$ cat config.mk
export PLATFORM = sky130hd
export DESIGN_NAME = processor_control_word
export DESIGN_NICKNAME = d
export VERILOG_FILES = /design/src/inc/pcw_pkg.sv /design/src/core/processor_control_word.sv
export VERILOG_INCLUDE_DIRS = /design/src /design/src/inc
export SDC_FILE = /design/constraint.sdc
export NUM_CORES = 1
export LEC_CHECK = 0
export ABC_CLOCK_PERIOD_IN_PS = 2250
export BUFFER_PORTS_ARGS = -buffer_cell sky130_fd_sc_hd__buf_2
export CORE_MARGIN = 2
export CORE_UTILIZATION = 35
export CTS_CLUSTER_SIZE = 14
export DETAILED_ROUTE_END_ITERATION = 16
export REMOVE_ABC_BUFFERS = 1
export SYNTH_ARGS = -nofsm -noshare
export SYNTH_HDL_FRONTEND = slang
export SYNTH_SLANG_ARGS = --single-unit
$ cat constraint.sdc
create_clock -name CORE_CLK_IN -period 2.25 [get_ports CORE_CLK_IN]
set_input_delay 0.5625 -clock CORE_CLK_IN [delete_from_list [all_inputs] [get_ports CORE_CLK_IN]]
set_output_delay 0.5625 -clock CORE_CLK_IN [all_outputs]
set_load 0.01 [all_outputs]
$ cat src/inc/pcw_map.svh
// Offsets, field positions, reset values and timing for the control word.
// Assumes inclusion by its bare name from the design and the bench.
`ifndef PCW_MAP_SVH
`define PCW_MAP_SVH

// Register byte addresses on the APB bus
`define PCW_OFS_CONFIG 12'h000
`define PCW_OFS_STATUS 12'h004
`define PCW_OFS_AUX 12'h008

// Control word field positions
`define PCW_BIT_B_EN 0
`define PCW_BIT_A_EN 1
`define PCW_LSB_B_CNT 2
`define PCW_LSB_A_CNT 4
`define PCW_BIT_LO_DIR 6
`define PCW_BIT_HI_DIR 7
`define PCW_BIT_GRANT_MODE 8
`define PCW_BIT_REQ_FORCE 9
`define PCW_LSB_IRQ_EN 10

// Auxiliary register fields
`define AUX_BIT_WIDE_PORT 0
`define AUX_LSB_FLAG_DATA 8

// Reset values
`define PCW_RESET 16'h0000
`define AUX_RESET 16'h0000

// Delay count codes
`define CNT_CODE_ONE 2'h0
`define CNT_CODE_TWO 2'h1
`define CNT_CODE_THREE 2'h2
`define CNT_CODE_READY 2'h3
`define READY_MIN_WAITS 2

// One wait state lasts one input clock period
`define CLK_PERIOD_NS 50
`define WAIT_STATE_NS 50
`define WAIT_STATE_CYCLES ((`WAIT_STATE_NS + `CLK_PERIOD_NS - 1) / `CLK_PERIOD_NS)

`endif

$ cat src/inc/pcw_pkg.sv
// Types shared by the control word block.
// Assumes the constant header pcw_map.svh is on the include path.
package pcw_pkg;

  // Access sequencer states, Gray along idle, counting, ready wait
  typedef enum logic [1:0] {
    SEQ_IDLE = 2'h0,
    SEQ_COUNT = 2'h1,
    SEQ_READY = 2'h3
  } seq_state_e;

  // Control word layout, bit 15 first
  typedef struct packed {
    logic [5:0] irq_source_enables;
    logic access_request_force;
    logic grant_or_enable_pin;
    logic high_nibble_port_dir;
    logic low_nibble_port_dir;
    logic [1:0] partition_a_delay_count;
    logic [1:0] partition_b_delay_count;
    logic partition_a_delay_enable;
    logic partition_b_delay_enable;
  } pcw_s;

  // Decoded wait plan for one access
  typedef struct packed {
    logic [1:0] waits;
    logic ready_mode;
  } wait_plan_s;

endpackage : pcw_pkg

$ cat src/core/processor_control_word.sv
// Processor control word: APB register bank, external access wait-state
// sequencer, grant/enable pin, parallel flag pin direction, irq gating.
// Assumes a single 20 MHz clock, sync active-high reset, and that the
// access requester and irq flag producers share this clock.
//
// Behaviour
// - Partition B wait-state generator runs only when bit 0 is set.
// - Partition A wait-state generator runs only when bit 1 is set.
// - Bits 3:2 give B one, two, three waits, or ready-ended two plus.
// - Bits 5:4 give A one, two, three waits, or ready-ended two plus.
// - Every wait state lasts exactly one input clock period.
// - Bit 6 drives low flag nibble as outputs unless wide port set.
// - Bit 7 drives high flag nibble as outputs unless wide port set.
// - Bit 8 clear makes grant pin the external memory output enable.
// - Bit 8 set makes grant pin signal a pending external access.
// - In arbitration mode pin is inverted bit 9 OR internal pending.
// - Bits 15:10 individually enable or disable six interrupt sources.
// - Enables map to pin 2, tx empty, rx full, pout, pin, pin 1.
//
// Design decisions made here: the register offsets and the APB slave port.
`timescale 1ns/1ps
`include "pcw_map.svh"

module processor_control_word
  import pcw_pkg::*;
(
  input wire logic CORE_CLK_IN,
  input wire logic RESET_IN,
  input wire logic PSEL_IN,
  input wire logic PENABLE_IN,
  input wire logic PWRITE_IN,
  input wire logic [11:0] PADDR_IN,
  input wire logic [31:0] PWDATA_IN,
  output logic [31:0] PRDATA_OUT,
  output logic PREADY_OUT,
  output logic PSLVERR_OUT,
  input wire logic ACCESS_REQ_IN,
  input wire logic ACCESS_PART_B_IN,
  input wire logic SLOW_READY_N_IN,
  output logic ACCESS_BUSY_OUT,
  output logic ACCESS_DONE_OUT,
  output logic GRANT_OR_ENABLE_N_OUT,
  input wire logic [7:0] PARALLEL_FLAG_PINS_IN,
  output logic [7:0] PARALLEL_FLAG_PINS_OUT,
  output logic [7:0] PARALLEL_FLAG_PINS_OE_N_OUT,
  input wire logic [5:0] IRQ_SOURCE_IN,
  output logic [5:0] IRQ_REQUEST_OUT
);

  // Wait plan for a delay count code
  // Code 11 loads the ready minimum first, so even a memory that
  // answers at once still gets its two wait states before the end.
  function automatic wait_plan_s plan_of(input logic [1:0] code);
    wait_plan_s p;
    p.ready_mode = 1'b0;
    unique case (code)
      `CNT_CODE_ONE: p.waits = 2'd1;
      `CNT_CODE_TWO: p.waits = 2'd2;
      `CNT_CODE_THREE: p.waits = 2'd3;
      `CNT_CODE_READY: begin
        p.waits = 2'(`READY_MIN_WAITS);
        p.ready_mode = 1'b1;
      end
    endcase
    return p;
  endfunction : plan_of

  // Glitch filter: output follows once stages two and three agree
  // A one-cycle spike on a pin never reaches the logic behind it,
  // at the price of one more cycle of latency on every real change.
  function automatic logic [7:0] agree(input logic [7:0] s2,
                                       input logic [7:0] s3,
                                       input logic [7:0] held);
    return (s2 & s3) | (held & (s2 | s3));
  endfunction : agree

  // Registers
  // Only the low half of each word is kept; the upper half of the
  // bus is ignored on writes and reads back as zero.
  logic [15:0] pcw_q;
  logic [15:0] pcw_d;
  logic [15:0] aux_q;
  logic [15:0] aux_d;
  pcw_s cfg;

  // APB response flops
  logic [31:0] prdata_q;
  logic pready_q;
  logic pslverr_q;

  // Sequencer
  seq_state_e state_q;
  seq_state_e state_d;
  logic [1:0] cnt_q;
  logic [1:0] cnt_d;
  logic ready_mode_q;
  logic ready_mode_d;
  logic busy_q;
  logic done_q;
  logic done_d;

  // Pin synchronisers
  logic [7:0] flag_s1_q;
  logic [7:0] flag_s2_q;
  logic [7:0] flag_s3_q;
  logic [7:0] flag_q;
  logic [7:0] rdy_s1_q;
  logic [7:0] rdy_s2_q;
  logic [7:0] rdy_s3_q;
  logic [7:0] rdy_q;
  logic [7:0] irq_s1_q;
  logic [7:0] irq_s2_q;
  logic [7:0] irq_s3_q;
  logic [7:0] irq_q;

  // Pin output flops
  logic grant_n_q;
  logic [7:0] flag_out_q;
  logic [7:0] flag_oe_n_q;
  logic [5:0] irq_out_q;

  // APB decode
  // The access phase is answered one cycle late, so answer marks the
  // first access cycle and commit the cycle in which pready stands.
  // Writes therefore land exactly at the edge the master samples.
  wire logic apb_access = PSEL_IN & PENABLE_IN;
  wire logic apb_answer = apb_access & ~pready_q;
  wire logic apb_commit = apb_access & pready_q;
  wire logic hit_config = PADDR_IN == `PCW_OFS_CONFIG;
  wire logic hit_status = PADDR_IN == `PCW_OFS_STATUS;
  wire logic hit_aux = PADDR_IN == `PCW_OFS_AUX;
  wire logic hit_any = hit_config | hit_status | hit_aux;
  wire logic wr_config = apb_commit & PWRITE_IN & hit_config;
  wire logic wr_aux = apb_commit & PWRITE_IN & hit_aux;

  // Field view of the control word
  assign cfg = pcw_s'(pcw_q);

  // Writes land only at the completing edge; fields act from next cycle
  assign pcw_d = wr_config ? PWDATA_IN[15:0] : pcw_q;
  assign aux_d = wr_aux ? PWDATA_IN[15:0] : aux_q;

  // Status word shows sequencer, filtered pins and gated irqs
  wire logic [31:0] status_word = {10'h000, irq_out_q, flag_q, 4'h0,
                                   ~rdy_q[0], busy_q, state_q};

  // Read mux; unmapped reads return zero with an error
  // Status is read-only: a write to it is accepted and dropped.
  wire logic [31:0] read_word =
    hit_config ? {16'h0000, pcw_q} :
    hit_status ? status_word :
    hit_aux ? {16'h0000, aux_q} : 32'h0000_0000;

  // Config registers
  always_ff @(posedge CORE_CLK_IN) begin
    if (RESET_IN) begin
      pcw_q <= `PCW_RESET;
      aux_q <= `AUX_RESET;
    end else begin
      pcw_q <= pcw_d;
      aux_q <= aux_d;
    end
  end

  // One wait cycle lets read data come from a flop
  // Read data is forced to zero outside the answer cycle so a stale
  // word never sits on the bus between transfers.
  // The error flag rides with pready and lasts the same one cycle.
  always_ff @(posedge CORE_CLK_IN) begin
    if (RESET_IN) begin
      pready_q <= 1'b0;
      prdata_q <= 32'h0000_0000;
      pslverr_q <= 1'b0;
    end else begin
      pready_q <= apb_answer;
      prdata_q <= apb_answer ? read_word : 32'h0000_0000;
      pslverr_q <= apb_answer & ~hit_any;
    end
  end

  // Partition select and plan for the incoming request
  // Fields are read live, so a control word write takes effect on
  // the next request; an access already running keeps its plan.
  // A request is only seen while the sequencer sits idle.
  wire logic part_enabled = ACCESS_PART_B_IN ?
    cfg.partition_b_delay_enable :
    cfg.partition_a_delay_enable;
  wire logic [1:0] part_code = ACCESS_PART_B_IN ?
    cfg.partition_b_delay_count :
    cfg.partition_a_delay_count;
  wire wait_plan_s req_plan = plan_of(part_code);
  wire logic take_req = (state_q == SEQ_IDLE) & ACCESS_REQ_IN;
  wire logic ready_low = ~rdy_q[0];

  // Sequencer next state: one count step per clock is one wait state
  // Ready is only looked at from the last counted wait on, so an
  // early low on the pin cannot shorten the minimum.
  // A disabled generator finishes the access with no wait at all.
  // Limitation: ready waits have no timeout of their own.
  always_comb begin
    state_d = state_q;
    cnt_d = cnt_q;
    ready_mode_d = ready_mode_q;
    done_d = 1'b0;
    unique case (state_q)
      SEQ_IDLE: begin
        if (take_req) begin
          if (part_enabled) begin
            state_d = SEQ_COUNT;
            cnt_d = req_plan.waits;
            ready_mode_d = req_plan.ready_mode;
          end else begin
            done_d = 1'b1; // Generator off: no wait states
          end
        end
      end
      SEQ_COUNT: begin
        cnt_d = cnt_q - 2'(`WAIT_STATE_CYCLES);
        if (cnt_q == 2'd1) begin
          if (ready_mode_q & ~ready_low) begin
            state_d = SEQ_READY;
          end else begin
            state_d = SEQ_IDLE;
            done_d = 1'b1;
          end
        end
      end
      SEQ_READY: begin
        if (ready_low) begin
          state_d = SEQ_IDLE;
          done_d = 1'b1;
        end
      end
      default: begin
        state_d = SEQ_IDLE;
      end
    endcase
  end

  // Sequencer flops
  // Busy is taken from the next state so it rises with the first
  // wait and falls in the same cycle as the done pulse.
  always_ff @(posedge CORE_CLK_IN) begin
    if (RESET_IN) begin
      state_q <= SEQ_IDLE;
      cnt_q <= 2'd0;
      ready_mode_q <= 1'b0;
      done_q <= 1'b0;
      busy_q <= 1'b0;
    end else begin
      state_q <= state_d;
      cnt_q <= cnt_d;
      ready_mode_q <= ready_mode_d;
      done_q <= done_d;
      busy_q <= state_d != SEQ_IDLE;
    end
  end

  // Three-stage synchronisers; only stage two reads stage one
  // Ready stages reset high, its idle level, so no false ready
  // appears after reset. Unused ready and irq lanes are tied to the
  // idle level and fall away in synthesis.
  // Only the two pin-driven irq lines come from outside the clock.
  always_ff @(posedge CORE_CLK_IN) begin
    if (RESET_IN) begin
      flag_s1_q <= 8'h00;
      flag_s2_q <= 8'h00;
      flag_s3_q <= 8'h00;
      flag_q <= 8'h00;
      rdy_s1_q <= 8'hff;
      rdy_s2_q <= 8'hff;
      rdy_s3_q <= 8'hff;
      rdy_q <= 8'hff;
      irq_s1_q <= 8'h00;
      irq_s2_q <= 8'h00;
      irq_s3_q <= 8'h00;
      irq_q <= 8'h00;
    end else begin
      flag_s1_q <= PARALLEL_FLAG_PINS_IN;
      flag_s2_q <= flag_s1_q;
      flag_s3_q <= flag_s2_q;
      flag_q <= agree(flag_s2_q, flag_s3_q, flag_q);
      rdy_s1_q <= {7'h7f, SLOW_READY_N_IN};
      rdy_s2_q <= rdy_s1_q;
      rdy_s3_q <= rdy_s2_q;
      rdy_q <= agree(rdy_s2_q, rdy_s3_q, rdy_q);
      irq_s1_q <= {6'h00, IRQ_SOURCE_IN[5], IRQ_SOURCE_IN[0]};
      irq_s2_q <= irq_s1_q;
      irq_s3_q <= irq_s2_q;
      irq_q <= agree(irq_s2_q, irq_s3_q, irq_q);
    end
  end

  // Internal pending: a request waiting or an access in flight
  // The raw request is included so the arbiter hears of an access at
  // the edge the sequencer takes it, not one cycle later through busy.
  // Trade-off: a request dropped early still shows for one cycle.
  wire logic access_pending = ACCESS_REQ_IN | busy_q | (state_q != SEQ_IDLE);

  // Grant pin: output enable or inverted pending indicator
  // In enable mode the pin follows the next state so it is low for
  // every wait and for the done cycle, and high again right after.
  // The force bit is ignored unless the pin is in arbitration mode.
  wire logic grant_n_d = cfg.grant_or_enable_pin ?
    ~(cfg.access_request_force | access_pending) :
    ~(state_d != SEQ_IDLE | done_d);

  // Flag nibble directions; wide port takes the pins away
  // Output enables are active low and reset high, so both nibbles
  // come out of reset as inputs and never fight an outside driver.
  // Each nibble switches as a whole, never bit by bit.
  wire logic wide_port = aux_q[`AUX_BIT_WIDE_PORT];
  wire logic drive_lo = cfg.low_nibble_port_dir & ~wide_port;
  wire logic drive_hi = cfg.high_nibble_port_dir & ~wide_port;
  wire logic [7:0] flag_oe_n_d = ~{{4{drive_hi}}, {4{drive_lo}}};

  // Ext pin lines use the filtered copies, flags come in direct
  // The four internal flags share this clock and need no filter;
  // the pin lines lag by about four cycles through their filter.
  // Requests are levels: clearing the source or enable drops them.
  wire logic [5:0] irq_sources = {irq_q[1], IRQ_SOURCE_IN[4:1], irq_q[0]};
  // Enable bit 10 + i gates source i
  wire logic [5:0] irq_gated = irq_sources & cfg.irq_source_enables;

  // Pin output flops; grant and output enables reset high, flag data and irqs low
  // Every pin leaves from a flop so no decode glitch reaches a pad.
  // Flag output data comes from the auxiliary word.
  always_ff @(posedge CORE_CLK_IN) begin
    if (RESET_IN) begin
      grant_n_q <= 1'b1;
      flag_out_q <= 8'h00;
      flag_oe_n_q <= 8'hff;
      irq_out_q <= 6'h00;
    end else begin
      grant_n_q <= grant_n_d;
      flag_out_q <= aux_q[`AUX_LSB_FLAG_DATA +: 8];
      flag_oe_n_q <= flag_oe_n_d;
      irq_out_q <= irq_gated;
    end
  end

  // Outputs straight from flops
  assign PRDATA_OUT = prdata_q;
  assign PREADY_OUT = pready_q;
  assign PSLVERR_OUT = pslverr_q;
  assign ACCESS_BUSY_OUT = busy_q;
  assign ACCESS_DONE_OUT = done_q;
  assign GRANT_OR_ENABLE_N_OUT = grant_n_q;
  assign PARALLEL_FLAG_PINS_OUT = flag_out_q;
  assign PARALLEL_FLAG_PINS_OE_N_OUT = flag_oe_n_q;
  assign IRQ_REQUEST_OUT = irq_out_q;

endmodule : processor_control_word

==> metrics <==
status finished clean; PwrDens between 900 and 1000 mW/mm2; CTS buffer count 17; Cell Rows 40; Max H-tree Level 4; R2R Path Start PREADY_OUT; Syn Inst Count approximately 440; Total Routing Usage GR between 15 and 20%; Die H between 100 and 150 um; crit path time final between 1500 and 2000 ps; Final nets 608; Critical-path top delay cell nor3_2; Leakage about 0.0026 uW; Mapped Area roughly 0.0044 mm2; Yosys warning count 0; Placed Cells between 600 and 700; Initial Util approximately 36%; commonest non-fill, non-tap cell in the layout dfxtp_1; Synth async-reset ratio 0%; Achievable Freq around 0.63 GHz; Worst setup EP type register; I/O Buffers just under 100; # hold bufs at CTS 0; startpoint types register; Worst EP required roughly 2600 ps; Hold WC Path Type input pin to register; most area-hungry cell type in the Yosys netlist dfxtp_1; crit path DAT about 1900 ps; commonest cells after routing, fill and taps aside 124 x dfxtp_1, 97 x buf_2, 59 x nor2_1; clock skew about 5.8 ps; hold path endpoint rdy_s1_q[0]; critical path class register to register; worst setup margin ~660 ps; Synth Register Bits approximately 120; total chip power 5200 uW; initial antenna violation count 2; Final ANT Viol Nets 0; vias in the first global route 3153; post_cts resized 0; n_diodes 0; DR WL/cell 13.5 um; final setup TNS 0 ps; ranking of synthesized cells by area dfxtp_1 57%, mux2i_1 8.2%, nor2b_1 5.4%; 1st-pass router iterations 4; CP top delay family simple AND/OR/NAND/NOR gates; share of cells above drive strength 1 27.8%; Avg Cell Area, Syn 9.89 um2; number of enable flip-flop cells after synthesis 0; cells along the critical path and4bb_2 -> nand4_1 -> buf_4 -> nor3_2 -> and2_1; post-synth cell types 36; # setup viols final 0; die footprint between 0.01 and 0.015 mm2; Final Hold Violating Endpoints 0; Residual DRC 0; worst reg2reg path depth 5; post-layout util 46.3%; Clock Sinks 124; hold depth 2; largest net degree at the start of global routing 100; Slew Viols, Final 0; post-route clock period utilization a little over 70%; Clk pin slew, worst setup/hold paths approximately 60 ps; Top-Level Pins 125; vias per cell 4.56; Die X 116 um; worst hold start SLOW_READY_N_IN; drt total wl 9760 um; post-CTS setup buffers 0; Synth Flop Type dfxtp_1; RSZ-0062 raised after global routing false; Clk Latency, worst-skew pair between 400 and 500 ps; placed wire-length estimate 6420 um; vias 3292; Seq/Total Area, Yosys between 50 and 60%; Max clock buf depth 2; post-synth top area share between 50% and 60%; Max Cap Violations 0; clock root buffer clkbuf_16; first-pass GRT wire length between 15000 and 20000 um; non-filler cells, final a little over 700; buffers plus inverters on the worst setup path 1; crit-path max FO 6; total grt overflow 0; peak supply drop between 0.0003 and 0.0004 V; slowest stage delay, CP approximately 370 ps; 1st-iter DRT viols 180; core area roughly 0.012 mm2; R2R setup slack roughly 660 ps; Place WS 265 ps; Placer Congestion between 0.7 and 0.8; Area growth, synth to finish 28.3%; r2r endpoint PRDATA_OUT[18]; CTS tree yes
-- synth_stat cells (2+ instances only) --
cell,instances
nor3b_1,3
nand4_1,2
mux2i_1,36
and2_1,9
nand2b_1,3
nor4_4,2
nand4_4,2
nor3_1,13
buf_2,4
nor2_1,59
nor2b_1,38
clkbuf_1,18
dfxtp_1,124
a21oi_1,43
mux2_2,2
nand2_1,22
or2_2,3
inv_1,13
o21ai_0,14
buf_4,16
-- power breakdown --
group | total (uW) | internal, uW | leakage, uW | switching [uW]
clock | 2800 | 1760 | 0.000291 | 1040
sequential | 2230 | 2220 | 0.00101 | 9.71
combinational | 171 | 70.5 | 0.00130 | 100
-- stage by stage --
stage | hold slack (ps) | cell area [um2]
4_1_cts | 320 | 5610
2_1_floorplan | 370 | 4200
3_5_place_dp | 385 | 5000
6_report | 338 | 5610
3_3_place_gp | 380 | 5000
5_1_grt | 343 | 5610
-- how the worst max path moves through the flow --
stage / start / slack [ps] / cells past startpoint / endpoint
floorplan: PADDR_IN[9] / 290 / 4 / PRDATA_OUT[16]
global placement: RESET_IN / 310 / 6 / PRDATA_OUT[19]
detailed placement: RESET_IN / 270 / 6 / PRDATA_OUT[18]
CTS: ACCESS_BUSY_OUT / 670 / 1 / ACCESS_BUSY_OUT
global route: state_q[1] / 510 / 4 / cnt_q[1]
finish: PREADY_OUT / 660 / 5 / PRDATA_OUT[18]
-- area by class of cell --
| class | count | area [um2] |
|---|---|---|
| timing repair buffer | 109 | 588 |
| sequential | 124 | 2480 |
| fill | 1190 | 6500 |
| inverter | 13 | 48.8 |
| multi-input combinational | 276 | 1670 |
| clock buffer | 17 | 425 |
| tap | 168 | 210 |
| clock inverter | 15 | 188 |
-- metal layers --
layer	routed length [um]	vias up	part of all wire [%]	track usage (%)
li1	-	1640	-	-
met1	4280	1525	44	18.4
met2	4590	105	47	24.5
met3	723	20	7.4	5.54
met4	163	2	1.7	7.06
met5	7	-	0.072	0
-- state kept, by name, summed over array words and instances (netlist names), 6 cells and up --
register	cells
IRQ_REQUEST_OUT	6
PARALLEL_FLAG_PINS_OUT	8
PRDATA_OUT	22
aux_q	16
cfg	16
flag_q	8
flag_s1_q	8
flag_s2_q	8
flag_s3_q	8
-- cell families after synthesis --
family,after synthesis,synth area share (%)
flops,124,56.8
simple gates,163,20.4
fa+ha+maj,1,0.286
buf+inv,51,5.87
other cells,1,0.0858
compound gates,64,7.87
mux,38,8.76
No activity file was read; power rests on OpenSTA's default activity.
